===== config.mk =====
export PLATFORM = sky130hd
export DESIGN_NAME = haptic_control_and_fifo_regs
export DESIGN_NICKNAME = d
export VERILOG_FILES = /design/src/haptic_regs_pkg.sv /design/src/byte_stream_if.sv /design/src/haptic_control_and_fifo_regs.sv /design/src/entry_skid_buffer.sv
export SDC_FILE = /design/constraint.sdc
export NUM_CORES = 1
export LEC_CHECK = 0
export BUFFER_PORTS_ARGS = -buffer_cell sky130_fd_sc_hd__buf_2
export CAP_MARGIN = 20
export CORE_MARGIN = 1.5
export CORE_UTILIZATION = 44
export DETAILED_ROUTE_END_ITERATION = 16
export PLACE_DENSITY = 0.6
export SKIP_LAST_GASP = 1
export SYNTH_ARGS = -nofsm -noshare
export SYNTH_HDL_FRONTEND = slang
export SYNTH_SLANG_ARGS = --single-unit

===== constraint.sdc =====
create_clock -name i_mclk -period 6.5 [get_ports i_mclk]
set_clock_uncertainty 0.15 [all_clocks]
set_input_delay 0.975 -clock i_mclk [delete_from_list [all_inputs] [get_ports i_mclk]]
set_output_delay 0.975 -clock i_mclk [all_outputs]
set_load 0.03 [all_outputs]

===== src/haptic_regs_pkg.sv =====
package haptic_regs_pkg;
   // Register map
   localparam logic [7:0] ADDR_CTRL = 8'h02;
   localparam logic [7:0] ADDR_ENTRY = 8'h0B;
   // Control register field positions
   localparam int SOFT_RESET_BIT = 7;
   localparam int STANDBY_BIT = 6;
   localparam int TIMEOUT_LSB = 2;
   localparam int TIMEOUT_MSB = 3;
   localparam int OVERRIDE_BIT = 1;
   // Values after reset
   localparam logic STANDBY_RST = 1'h1;
   localparam logic [1:0] TIMEOUT_RST = 2'h0;
   localparam logic OVERRIDE_RST = 1'h0;
   localparam logic [7:0] ENTRY_RST = 8'h00;
   // Storage sizes
   localparam int FIFO_DEPTH = 100;
   localparam logic [6:0] FIFO_FULL_COUNT = 7'h64;
   localparam int SKID_DEPTH = 2;
   // Timing: one timeout step, counted at the master clock
   localparam int CLK_PERIOD_NS = 10;
   localparam int TIMEOUT_STEP_MS = 5;
   localparam int TIMEOUT_STEP_CYC = TIMEOUT_STEP_MS * 1000000 / CLK_PERIOD_NS;
   typedef enum logic [1:0] {ST_STANDBY, ST_IDLE, ST_PLAY, ST_DRAIN} play_state_t;
endpackage


===== src/byte_stream_if.sv =====
`timescale 1ns/10ps
interface byte_stream_if;
   logic valid;
   logic ready;
   logic [7:0] data;
   modport src(output valid, output data, input ready);
   modport snk(input valid, input data, output ready);
endinterface


===== src/haptic_control_and_fifo_regs.sv =====
// Functional notes
// - Soft reset bit restores defaults, enters standby
// - Standby bit defaults one, clear means active
// - Idle after empty FIFO timeout, 5-20 ms
// - Override keeps boost and amplifier enabled outside standby
// - Each entry write taken while entry ready pushes next waveform byte
// - Control fields reachable through register accesses; FIFO full/empty flags only on the o_fifo_full/o_fifo_empty pins
// - 100-byte FIFO refuses when full, flags states; entry writes are refused only once the two-entry buffer also fills
`timescale 1ns/10ps
module haptic_control_and_fifo_regs
   import haptic_regs_pkg::*;
#(
   parameter int unsigned P_TIMEOUT_STEP_CYC = TIMEOUT_STEP_CYC
)(
   input wire logic i_mclk,
   input wire logic i_reset,
   input wire logic i_wr_en,
   input wire logic i_rd_en,
   input wire logic [7:0] i_addr,
   input wire logic [7:0] i_wdata,
   output logic [7:0] o_rdata,
   output logic o_entry_ready,
   output logic o_sample_valid,
   output logic [7:0] o_sample_data,
   input wire logic i_sample_ready,
   output logic o_boost_en,
   output logic o_amp_en,
   output logic o_standby,
   output logic o_fifo_full,
   output logic o_fifo_empty
);
   logic soft_rst_reg;
   logic clear_all;
   logic standby_reg;
   logic [1:0] timeout_reg;
   logic override_reg;
   logic [7:0] entry_reg;
   logic [7:0] rdata_reg;
   logic [7:0] fifo_reg [FIFO_DEPTH];
   logic [6:0] wr_idx_reg;
   logic [6:0] rd_idx_reg;
   logic [6:0] count_reg;
   logic [6:0] count_next;
   logic full_reg;
   logic empty_reg;
   logic sample_valid_reg;
   logic [7:0] sample_data_reg;
   logic boost_reg;
   logic [31:0] idle_cnt_reg;
   logic [31:0] idle_limit;
   play_state_t state_reg;
   logic wr_ctrl;
   logic wr_entry;
   logic pull;
   logic pop;
   logic [7:0] ctrl_view;

   byte_stream_if host_side ();
   byte_stream_if fifo_side ();

   // Soft reset acts one cycle after the write, so the write itself completes
   assign clear_all = i_reset || soft_rst_reg;
   assign wr_ctrl = i_wr_en && (i_addr == ADDR_CTRL);
   assign wr_entry = i_wr_en && (i_addr == ADDR_ENTRY);
   assign ctrl_view = {1'b0, standby_reg, 2'b00, timeout_reg, override_reg, 1'b0};

   // Two-entry buffer absorbs a byte while the main FIFO is busy
   assign host_side.valid = wr_entry;
   assign host_side.data = i_wdata;
   entry_skid_buffer entry_skid_buffer_i (
      .i_mclk(i_mclk),
      .i_clear(clear_all),
      .fill(host_side.snk),
      .drain(fifo_side.src)
   );

   // Main FIFO takes from the buffer only while not full
   assign pull = fifo_side.valid && !full_reg;
   assign fifo_side.ready = !full_reg;
   // No pop once standby is set: the pending sample is dropped then, so a byte would be lost
   assign pop = (count_reg != 7'h00) && (!sample_valid_reg || i_sample_ready)
      && (state_reg == ST_PLAY) && !standby_reg;
   assign idle_limit = 32'(({30'h0, timeout_reg} + 32'h1) * P_TIMEOUT_STEP_CYC);

   always_comb begin
      count_next = count_reg + {6'h0, pull} - {6'h0, pop};
   end

   // Soft reset pulse; the bit never reads back as one
   always_ff @(posedge i_mclk) begin
      if (clear_all) begin
         soft_rst_reg <= 1'b0;
      end else begin
         soft_rst_reg <= wr_ctrl && i_wdata[SOFT_RESET_BIT];
      end
   end

   // Control fields; reserved bits are simply not stored
   always_ff @(posedge i_mclk) begin
      if (clear_all) begin
         standby_reg <= STANDBY_RST;
         timeout_reg <= TIMEOUT_RST;
         override_reg <= OVERRIDE_RST;
      end else if (wr_ctrl) begin
         standby_reg <= i_wdata[STANDBY_BIT];
         timeout_reg <= i_wdata[TIMEOUT_MSB:TIMEOUT_LSB];
         override_reg <= i_wdata[OVERRIDE_BIT];
      end
   end

   // Entry register keeps the last byte offered, accepted or not
   always_ff @(posedge i_mclk) begin
      if (clear_all) begin
         entry_reg <= ENTRY_RST;
      end else if (wr_entry) begin
         entry_reg <= i_wdata;
      end
   end

   // Read data, one cycle after the strobe; unmapped offsets read zero
   always_ff @(posedge i_mclk) begin
      if (clear_all) begin
         rdata_reg <= 8'h00;
      end else if (i_rd_en) begin
         if (i_addr == ADDR_CTRL) begin
            rdata_reg <= ctrl_view;
         end else if (i_addr == ADDR_ENTRY) begin
            rdata_reg <= entry_reg;
         end else begin
            rdata_reg <= 8'h00;
         end
      end
   end

   // FIFO storage, indexed ring
   always_ff @(posedge i_mclk) begin
      if (pull) begin
         fifo_reg[wr_idx_reg] <= fifo_side.data;
      end
   end

   // FIFO pointers and flags; flags are registered from the next count
   always_ff @(posedge i_mclk) begin
      if (clear_all) begin
         wr_idx_reg <= 7'h00;
         rd_idx_reg <= 7'h00;
         count_reg <= 7'h00;
         full_reg <= 1'b0;
         empty_reg <= 1'b1;
      end else begin
         if (pull) begin
            wr_idx_reg <= (wr_idx_reg == FIFO_FULL_COUNT - 7'h01) ? 7'h00 : wr_idx_reg + 7'h01;
         end
         if (pop) begin
            rd_idx_reg <= (rd_idx_reg == FIFO_FULL_COUNT - 7'h01) ? 7'h00 : rd_idx_reg + 7'h01;
         end
         count_reg <= count_next;
         full_reg <= (count_next == FIFO_FULL_COUNT);
         empty_reg <= (count_next == 7'h00);
      end
   end

   // Sample handed to the DAC side with valid and ready
   always_ff @(posedge i_mclk) begin
      if (clear_all) begin
         sample_valid_reg <= 1'b0;
         sample_data_reg <= 8'h00;
      end else if (standby_reg) begin
         sample_valid_reg <= 1'b0;
      end else if (pop) begin
         sample_valid_reg <= 1'b1;
         sample_data_reg <= fifo_reg[rd_idx_reg];
      end else if (i_sample_ready) begin
         sample_valid_reg <= 1'b0;
      end
   end

   // Play sequencing: data wakes the device, an empty FIFO starts the idle timer
   always_ff @(posedge i_mclk) begin
      if (clear_all || standby_reg) begin
         state_reg <= ST_STANDBY;
         idle_cnt_reg <= 32'h0;
      end else begin
         unique case (state_reg)
            ST_STANDBY: begin
               state_reg <= ST_IDLE;
            end
            ST_IDLE: begin
               if (!empty_reg) begin
                  state_reg <= ST_PLAY;
               end
            end
            ST_PLAY: begin
               idle_cnt_reg <= 32'h0;
               if (empty_reg && !sample_valid_reg) begin
                  state_reg <= ST_DRAIN;
               end
            end
            ST_DRAIN: begin
               if (!empty_reg) begin
                  state_reg <= ST_PLAY;
               end else if (idle_cnt_reg >= idle_limit - 32'h1) begin
                  state_reg <= ST_IDLE;
               end else begin
                  idle_cnt_reg <= idle_cnt_reg + 32'h1;
               end
            end
         endcase
      end
   end

   // Power enables; standby wins over the override to keep low power honest
   always_ff @(posedge i_mclk) begin
      if (clear_all) begin
         boost_reg <= 1'b0;
      end else begin
         boost_reg <= !standby_reg && (override_reg || state_reg == ST_PLAY
            || state_reg == ST_DRAIN);
      end
   end

   assign o_rdata = rdata_reg;
   assign o_entry_ready = host_side.ready;
   assign o_sample_valid = sample_valid_reg;
   assign o_sample_data = sample_data_reg;
   assign o_boost_en = boost_reg;
   assign o_amp_en = boost_reg;
   assign o_standby = standby_reg;
   assign o_fifo_full = full_reg;
   assign o_fifo_empty = empty_reg;

   AST_SOFT_RESET: assert property (@(posedge i_mclk) disable iff (i_reset)
      wr_ctrl && i_wdata[SOFT_RESET_BIT] |=> ##1 (standby_reg && empty_reg && !boost_reg
      && entry_reg == ENTRY_RST && timeout_reg == TIMEOUT_RST))
      else $error("soft reset did not restore defaults");
   AST_STANDBY_QUIET: assert property (@(posedge i_mclk) disable iff (i_reset)
      standby_reg [*2] |-> !o_boost_en && !o_sample_valid ##0 state_reg == ST_STANDBY)
      else $error("activity while in standby");
   AST_IDLE_TIMEOUT: assert property (@(posedge i_mclk) disable iff (i_reset)
      state_reg == ST_DRAIN && empty_reg && !standby_reg && !soft_rst_reg
      && idle_cnt_reg == idle_limit - 32'h1 |=> state_reg == ST_IDLE)
      else $error("idle timeout not honoured");
   AST_OVERRIDE_ON: assert property (@(posedge i_mclk) disable iff (i_reset)
      override_reg && !standby_reg && !soft_rst_reg |=> o_boost_en && o_amp_en)
      else $error("override did not hold enables");
   AST_ENTRY_PUSH: assert property (@(posedge i_mclk) disable iff (i_reset)
      wr_entry && o_entry_ready && !soft_rst_reg |=> entry_reg == $past(i_wdata)
      && fifo_side.valid)
      else $error("entry write not taken");
   AST_CTRL_READ: assert property (@(posedge i_mclk) disable iff (i_reset)
      i_rd_en && i_addr == ADDR_CTRL && !wr_ctrl && !soft_rst_reg |=> o_rdata == $past(ctrl_view))
      else $error("control read mismatch");
   AST_FIFO_FULL: assert property (@(posedge i_mclk) disable iff (i_reset)
      (o_fifo_full == (count_reg == FIFO_FULL_COUNT)) && (o_fifo_empty == (count_reg == 7'h00))
      && !(full_reg && pull) && (count_reg <= FIFO_FULL_COUNT))
      else $error("FIFO flags or refusal wrong");
   AST_RESERVED_ZERO: assert property (@(posedge i_mclk) disable iff (i_reset)
      i_rd_en && i_addr == ADDR_CTRL |=> o_rdata[5:4] == 2'b00 && !o_rdata[0] && !o_rdata[7])
      else $error("reserved control bits not zero");
endmodule


===== src/entry_skid_buffer.sv =====
`timescale 1ns/10ps
module entry_skid_buffer
   import haptic_regs_pkg::*;
(
   input wire logic i_mclk,
   input wire logic i_clear,
   byte_stream_if.snk fill,
   byte_stream_if.src drain
);
   logic [7:0] mem_reg [SKID_DEPTH];
   logic wr_ptr_reg;
   logic rd_ptr_reg;
   logic [1:0] count_reg;
   logic [1:0] count_next;
   logic ready_reg;
   logic push;
   logic pop;

   // Ready is held in a flop so the filling side never sees a combinational path
   assign push = fill.valid && ready_reg;
   assign pop = drain.valid && drain.ready;
   assign drain.valid = (count_reg != 2'h0);
   assign drain.data = mem_reg[rd_ptr_reg];
   assign fill.ready = ready_reg;

   always_comb begin
      count_next = count_reg + {1'b0, push} - {1'b0, pop};
   end

   // Storage write
   always_ff @(posedge i_mclk) begin
      if (push) begin
         mem_reg[wr_ptr_reg] <= fill.data;
      end
   end

   // Pointers and occupancy
   always_ff @(posedge i_mclk) begin
      if (i_clear) begin
         wr_ptr_reg <= 1'b0;
         rd_ptr_reg <= 1'b0;
         count_reg <= 2'h0;
         ready_reg <= 1'b1;
      end else begin
         if (push) begin
            wr_ptr_reg <= ~wr_ptr_reg;
         end
         if (pop) begin
            rd_ptr_reg <= ~rd_ptr_reg;
         end
         count_reg <= count_next;
         ready_reg <= (count_next != 2'h2);
      end
   end
endmodule


# --- After elaboration in Yosys (flattened, before gate mapping) ---
# Memory sizes are Yosys's and may differ from the RTL's. A register that Yosys moved wholly into a read port is not among the register bits.
# Index checks and enable logic that the tools add are counted.
classes:
  addsub: 9
  mul: 1
  div: 0
  magnitude_cmp: 1
  n_eq_ne: 14
  shift: 0
  n_mux: 20
  bitwise: 3
  n_reduce_logical: 28
ops:
  columns: ["cell", "count"]
  rows:
  - ["$mux W32", 2]
  - ["$pmux W32 S2", 1]
  - ["$add A32 B1 Y32 const B", 1]
  - ["$ge A32 B32 Y1", 1]
  - ["$sub A22 B1 Y23 const B", 1]
  - ["$eq A7 B7 Y1 const B", 3]
  - ["$mul A3 B14 Y17 const B", 1]
  - ["$mux W8", 2]
  - ["$add A7 B1 Y7 const B", 2]
  - ["$mux W7", 2]
  - ["$logic_and A1 B1 Y1", 10]
  - ["$eq A8 B2 Y1 const B", 1]
  - ["$eq A8 B4 Y1 const B", 1]
  - ["$mux W1", 8]
  - ["$mux W2", 4]
  - ["$ne A2 B2 Y1 const B", 4]
  - ["$pmux W2 S4", 1]
  - ["$add A7 B1 Y7", 1]
  - ["$logic_not A7 Y1", 1]
  - ["$reduce_bool A7 Y1", 1]
  - ["$sub A7 B1 Y7", 1]
  - ["$reduce_and A3 Y1", 2]
  - ["$reduce_bool A2 Y1", 3]
  - ["$logic_or A1 B1 Y1", 5]
  - ["other kinds (12)", 17]
word_totals:
  reg_bits: 85
  latch_bits: 0
  ram_bits: 816
  romBits: 0
  inputBits: 21
  out_inout_bits: 23
  word_cells: 97
  memories: 2
mem_list:
  columns: ["memory", "depth", "word_bits", "rd", "rd_clocked_by_memory_dff", "wr", "line", "rtl"]
  rows:
  - ["fifo_reg", 100, 8, 1, 1, 1, "haptic_control_and_fifo_regs.sv:39", "logic [7:0] fifo_reg [FIFO_DEPTH];"]
  - ["entry_skid_buffer_i.mem_reg", 2, 8, 1, 1, 1, "entry_skid_buffer.sv:10", "logic [7:0] mem_reg [SKID_DEPTH];"]

# --- Longest topological paths before layout ---
depth:
  word_depth: 7
  mapped_depth: 18
  mapped_depth_nobuf: 15

# --- By module ---
# Synthesis repeated with hierarchy kept, for this count alone.
hier_totals:
  hier_cells: 2135
  area_unflattened_um2: 37438.4
by_module_without_submodules:
  columns: ["module", "instances", "cells_per_inst", "area_per_inst_um2", "seq_area_each_um2"]
  rows:
  - ["haptic_control_and_fifo_regs", 1, 2084, 36600.1, 25784.7]
  - ["entry_skid_buffer", 1, 51, 838.3, 600.6]

# --- Least setup slack after synthesis ---
# OpenSTA, ideal clock, no wires.
synth_path:
  kind: "register -> register"
  start: "register timeout_reg[0]"
  end: "register idle_cnt_reg[15]"
  setup_time_ns: 0.132
  arrival_time_ns: 3.830
  required_time_ns: 6.218
  path_slack_ns: 2.388
  path_stages_with_launch: 19
  n_path_buf: 3
  period_less_slack_ns: 4.112
  cell_sequence: "dfxtp_1 > clkbuf_1 > inv_1 > ha_1 > xnor2_1 > ha_1 > nor2_1 > xnor2_1 > nand4_1 > xor2_1 > ha_1 > and4_1 > nand2_1 > a311o_1 > o22ai_1 > buf_4 > buf_2 > mux2i_1 > a21oi_1"
synth_between:
  elab_chain_len: 6
synth_lines:
  columns: ["item", "line", "rtl"]
  rows:
  - ["start: declaration", "haptic_control_and_fifo_regs.sv:35", "logic [1:0] timeout_reg;"]
  - ["start signal: assignment", "haptic_control_and_fifo_regs.sv:106", "timeout_reg <= i_wdata[TIMEOUT_MSB:TIMEOUT_LSB];"]
  - ["$add A2 B1 Y3", "haptic_control_and_fifo_regs.sv:83", "assign idle_limit = 32'(({30'h0, timeout_reg} + 32'h1) * P_TIMEOUT_STEP_CYC);"]
  - ["$mul A3 B14 Y17", "haptic_control_and_fifo_regs.sv:83", null]
  - ["$sub A22 B1 Y23", "haptic_control_and_fifo_regs.sv:202", "end else if (idle_cnt_reg >= idle_limit - 32'h1) begin"]
  - ["$ge A32 B32 Y1", "haptic_control_and_fifo_regs.sv:202", null]
  - ["$ne A2 B2 Y1 (no source line)", null, null]
  - ["$reduce_and A3 Y1 (no source line)", null, null]
  - ["end signal: assignment", "haptic_control_and_fifo_regs.sv:205", "idle_cnt_reg <= idle_cnt_reg + 32'h1;"]
  - ["end: declaration", "haptic_control_and_fifo_regs.sv:49", "logic [31:0] idle_cnt_reg;"]
# No other way between the ends.
# A chain may end at the register's enable or synchronous reset.

# --- Worst setup path after layout ---
layout_path:
  start: "register timeout_reg[0]"
  end: "register idle_cnt_reg[5]"
# The elaborated chain is that of the path after synthesis.

==> impl_metrics.env <==
export IMPL_fmax_ghz=0.213
export IMPL_grt_max_degree=101
export IMPL_postSynthCellCount=2178
export IMPL_insertion_delay_ns=0.65
export IMPL_cts_root_buffer="clkbuf_16"
export IMPL_maxSlewHeadroom_pct=24.4
export IMPL_vias=20100
export IMPL_drt_pass1_iterations=5
export IMPL_ys_warnings_count=0
export IMPL_crit_arrival_ns=5.12
export IMPL_clockBufferDepth=3
export IMPL_finalHoldViolCount=0
export IMPL_r2r_cells=15
export IMPL_antenna_found_initial=1
export IMPL_coreArea_um2=84000
export IMPL_die_w_um=295
export IMPL_rows=106
export IMPL_startpoint="timeout_reg[0]$_SDFFE_PP0P_"
export IMPL_synthArstFlopShare_pct=0
export IMPL_slew_viol_final=0
export IMPL_grt_pass1_vias=20300
export IMPL_cts_sinks=910
export IMPL_p_per_area_nw_per_um2=306
export IMPL_syn_avg_cell_area_um2=17.2
export IMPL_clkTransAtPathRegs_ns=0.06
export IMPL_drtAntennaViolNets=0
export IMPL_die_y_um=295
export IMPL_slowest_stage="dfxtp_1"
export IMPL_critPathCaptureType="flop"
export IMPL_crit_fanout=20
export IMPL_postCtsSetupRepairBufs=0
export IMPL_rr_endpoint="idle_cnt_reg[5]$_SDFFE_PP0P_"
export IMPL_hold_buffers=0
export IMPL_dr_first_iter_drc_count=1824
export IMPL_yosysUniqueCellTypes=83
export IMPL_setup_viol=0
export IMPL_cpMostUsedCell="ha_1"
export IMPL_tightest_slew_ns=1.13
export IMPL_power_leakage_nw=12.9
export IMPL_die_area_um2=87000
export IMPL_r2r_start="timeout_reg[0]$_SDFFE_PP0P_"
export IMPL_ios=44
export IMPL_r2r_setup_slack_ns=1.80
export IMPL_peakVddDrop_uv=211
export IMPL_layout_common_cells="edfxtp_1, nor2_1, mux4_2, mux2i_1, nand2_1"
export IMPL_drive_gt1_share_pct=17.6
export IMPL_synth_seq_cells=910
export IMPL_drc=0
export IMPL_worstPathCellList="inv_1, ha_1, xnor2_1, ha_1, nor2_1, xnor2_1, nand4_1, xor2_1, ha_1, and4_1, a221oi_1, o22ai_2, buf_4, or4b_1, a31oi_1"
export IMPL_routabilityCongestion=0.832
export IMPL_synth_edf_count=816
export IMPL_numPortBuffers=43
export IMPL_grt_use_total_pct=20.5
export IMPL_largest_reg_flops=800
export IMPL_start_util_pct=44.7
export IMPL_crit_required_ns=6.91
export IMPL_grt_pass1_wl_um=131000
export IMPL_critPathCapture="idle_cnt_reg[5]$_SDFFE_PP0P_"
export IMPL_fin_crit_sh_pct=72.4
export IMPL_crit_type="reg2reg"
export IMPL_htree_levels=3
export IMPL_setup_tns_ns=0
export IMPL_cts_buffers=92
export IMPL_critPathLaunchType="flop"
export IMPL_wl_per_cell_um=25.4
export IMPL_routed_wl_um=88100
export IMPL_ys_seq_area_share_pct=70.4
export IMPL_cp_slowest_stage_delay_ns=0.58
export IMPL_final_common_cell="edfxtp_1"
export IMPL_maxCapViolCount=0
export IMPL_status="complete, no violations"
export IMPL_fin_nets=2325
export IMPL_whs_ns=0.306
export IMPL_rsz0062_at_grt="no"
export IMPL_synth_area_um2=37500
export IMPL_ctsResizeCount=0
export IMPL_area_growth_pct=12.2
export IMPL_grt_overflow=0
export IMPL_avgViaCountPerCell=5.79
export IMPL_dp_hpwl_um=53000
export IMPL_fin_crit_ns=4.70
export IMPL_synth_flop_cell="edfxtp_1"
export IMPL_hp_class="reg2reg"
export IMPL_cts_tree="yes"
## how the worst min path moves through the flow
stage                                         start                   endpoint  slack [ns]  cells after the start
after global routing      entry_reg[2]$_SDFFE_PP0P_  entry_reg[2]$_SDFFE_PP0P_        0.32                      2
after CTS                 entry_reg[7]$_SDFFE_PP0P_  entry_reg[7]$_SDFFE_PP0P_        0.31                      2
after floorplan           entry_reg[1]$_SDFFE_PP0P_  entry_reg[1]$_SDFFE_PP0P_        0.29                      2
after global placement    entry_reg[7]$_SDFFE_PP0P_  entry_reg[7]$_SDFFE_PP0P_        0.29                      2
final                     entry_reg[7]$_SDFFE_PP0P_  entry_reg[7]$_SDFFE_PP0P_        0.31                      2
after detailed placement  entry_reg[7]$_SDFFE_PP0P_  entry_reg[7]$_SDFFE_PP0P_        0.30                      2
## layout make-up
class	instances	area (um^2)
fill	6920	41900
timing repair buffer	86	734
inverter	24	90.1
multi-input combinational	1134	10400
antenna	2	5.00
clock buffer	112	2430
tap	1134	1420
clock inverter	60	644
sequential	910	26400
## power breakdown
group	internal, mW	switching [mW]	leakage (nW)
combinational	0.228	0.615	3.36
clock	3.11	2.24	1.49
sequential	6.64	0.0437	8.10
## cell families (layout without fill, tap and decap cells)
kind of cell | count (synthesis) | after routing | share of synthesized area, %
flip-flops | 910 | 910 | 70.4
other | 1 | 13 | 0.0100
AO/OA/AOI/OAI | 252 | 252 | 4.68
buffers and inverters | 144 | 282 | 2.25
AND/OR/NAND/NOR | 502 | 502 | 6.46
adder cells (fa/ha/maj) | 56 | 56 | 1.89
XOR/XNOR | 26 | 26 | 0.607
multiplexers | 287 | 287 | 13.7
## layer usage
metal  GRT usage [%]  vias up  part of all wire (%)
met2            32.6      655                    48
met1            27.7    10400                    43
met5               0        -                     0
met3            5.02      158                   6.6
li1                -     8854                     -
met4            6.68        0                   3.1
## per-stage QoR
stage	area (um^2)	utilization (%)	worst slack, ns	cells	power [mW]
finish	42100	50.1	1.80	3462	12.9
global route	42100	50.1	1.45	3460	13.3
CTS	41900	49.9	1.75	3452	12.9
detailed placement	38800	46.2	1.77	3280	7.62
global placement	38800	46.2	1.94	3279	7.58
floorplan	37500	-	2.39	2188	7.27
## Yosys cell counts, types with 4 or more instances
library cell	n	area, um^2
xor2_1	8	70.1
and2_0	4	25.0
o21ai_0	31	155
mux4_1	20	526
or3_1	5	31.3
ha_1	55	688
and4_1	6	52.6
and3_1	16	100
nand3_1	52	260
a22o_1	4	35.0
a22oi_1	23	173
a211oi_1	19	143
mux4_2	155	3490
and2_1	21	131
nand4_1	23	144
mux2i_1	101	1010
o211ai_1	6	45.0
buf_6	6	67.6
nor2b_1	20	125
buf_2	27	135
buf_4	19	143
a31oi_1	17	106
inv_1	22	82.6
a21oi_1	61	305
o221ai_1	13	114
o22ai_1	13	81.3
nand2_1	100	375
nor4_1	10	62.6
clkbuf_1	53	199
nand2b_1	23	144
nor2_1	177	664
edfxtp_1	816	24500
nor3_1	19	95.1
dfxtp_1	94	1880
buf_8	9	135
xnor2_1	18	158
o31ai_1	5	37.5
a221oi_1	17	149
mux2_2	11	124
or4_1	8	60.1
## worst max-delay path: cells and delay by family (launching register included)
family	cells	cell delay (ns)
compound gates	3	0.89
xor+xnor	3	0.54
fa+ha+maj	3	0.92
buf+inv	2	0.55
flops	1	0.58
simple gates	4	0.99
Note: power is estimated with default switching activity, not from simulation.
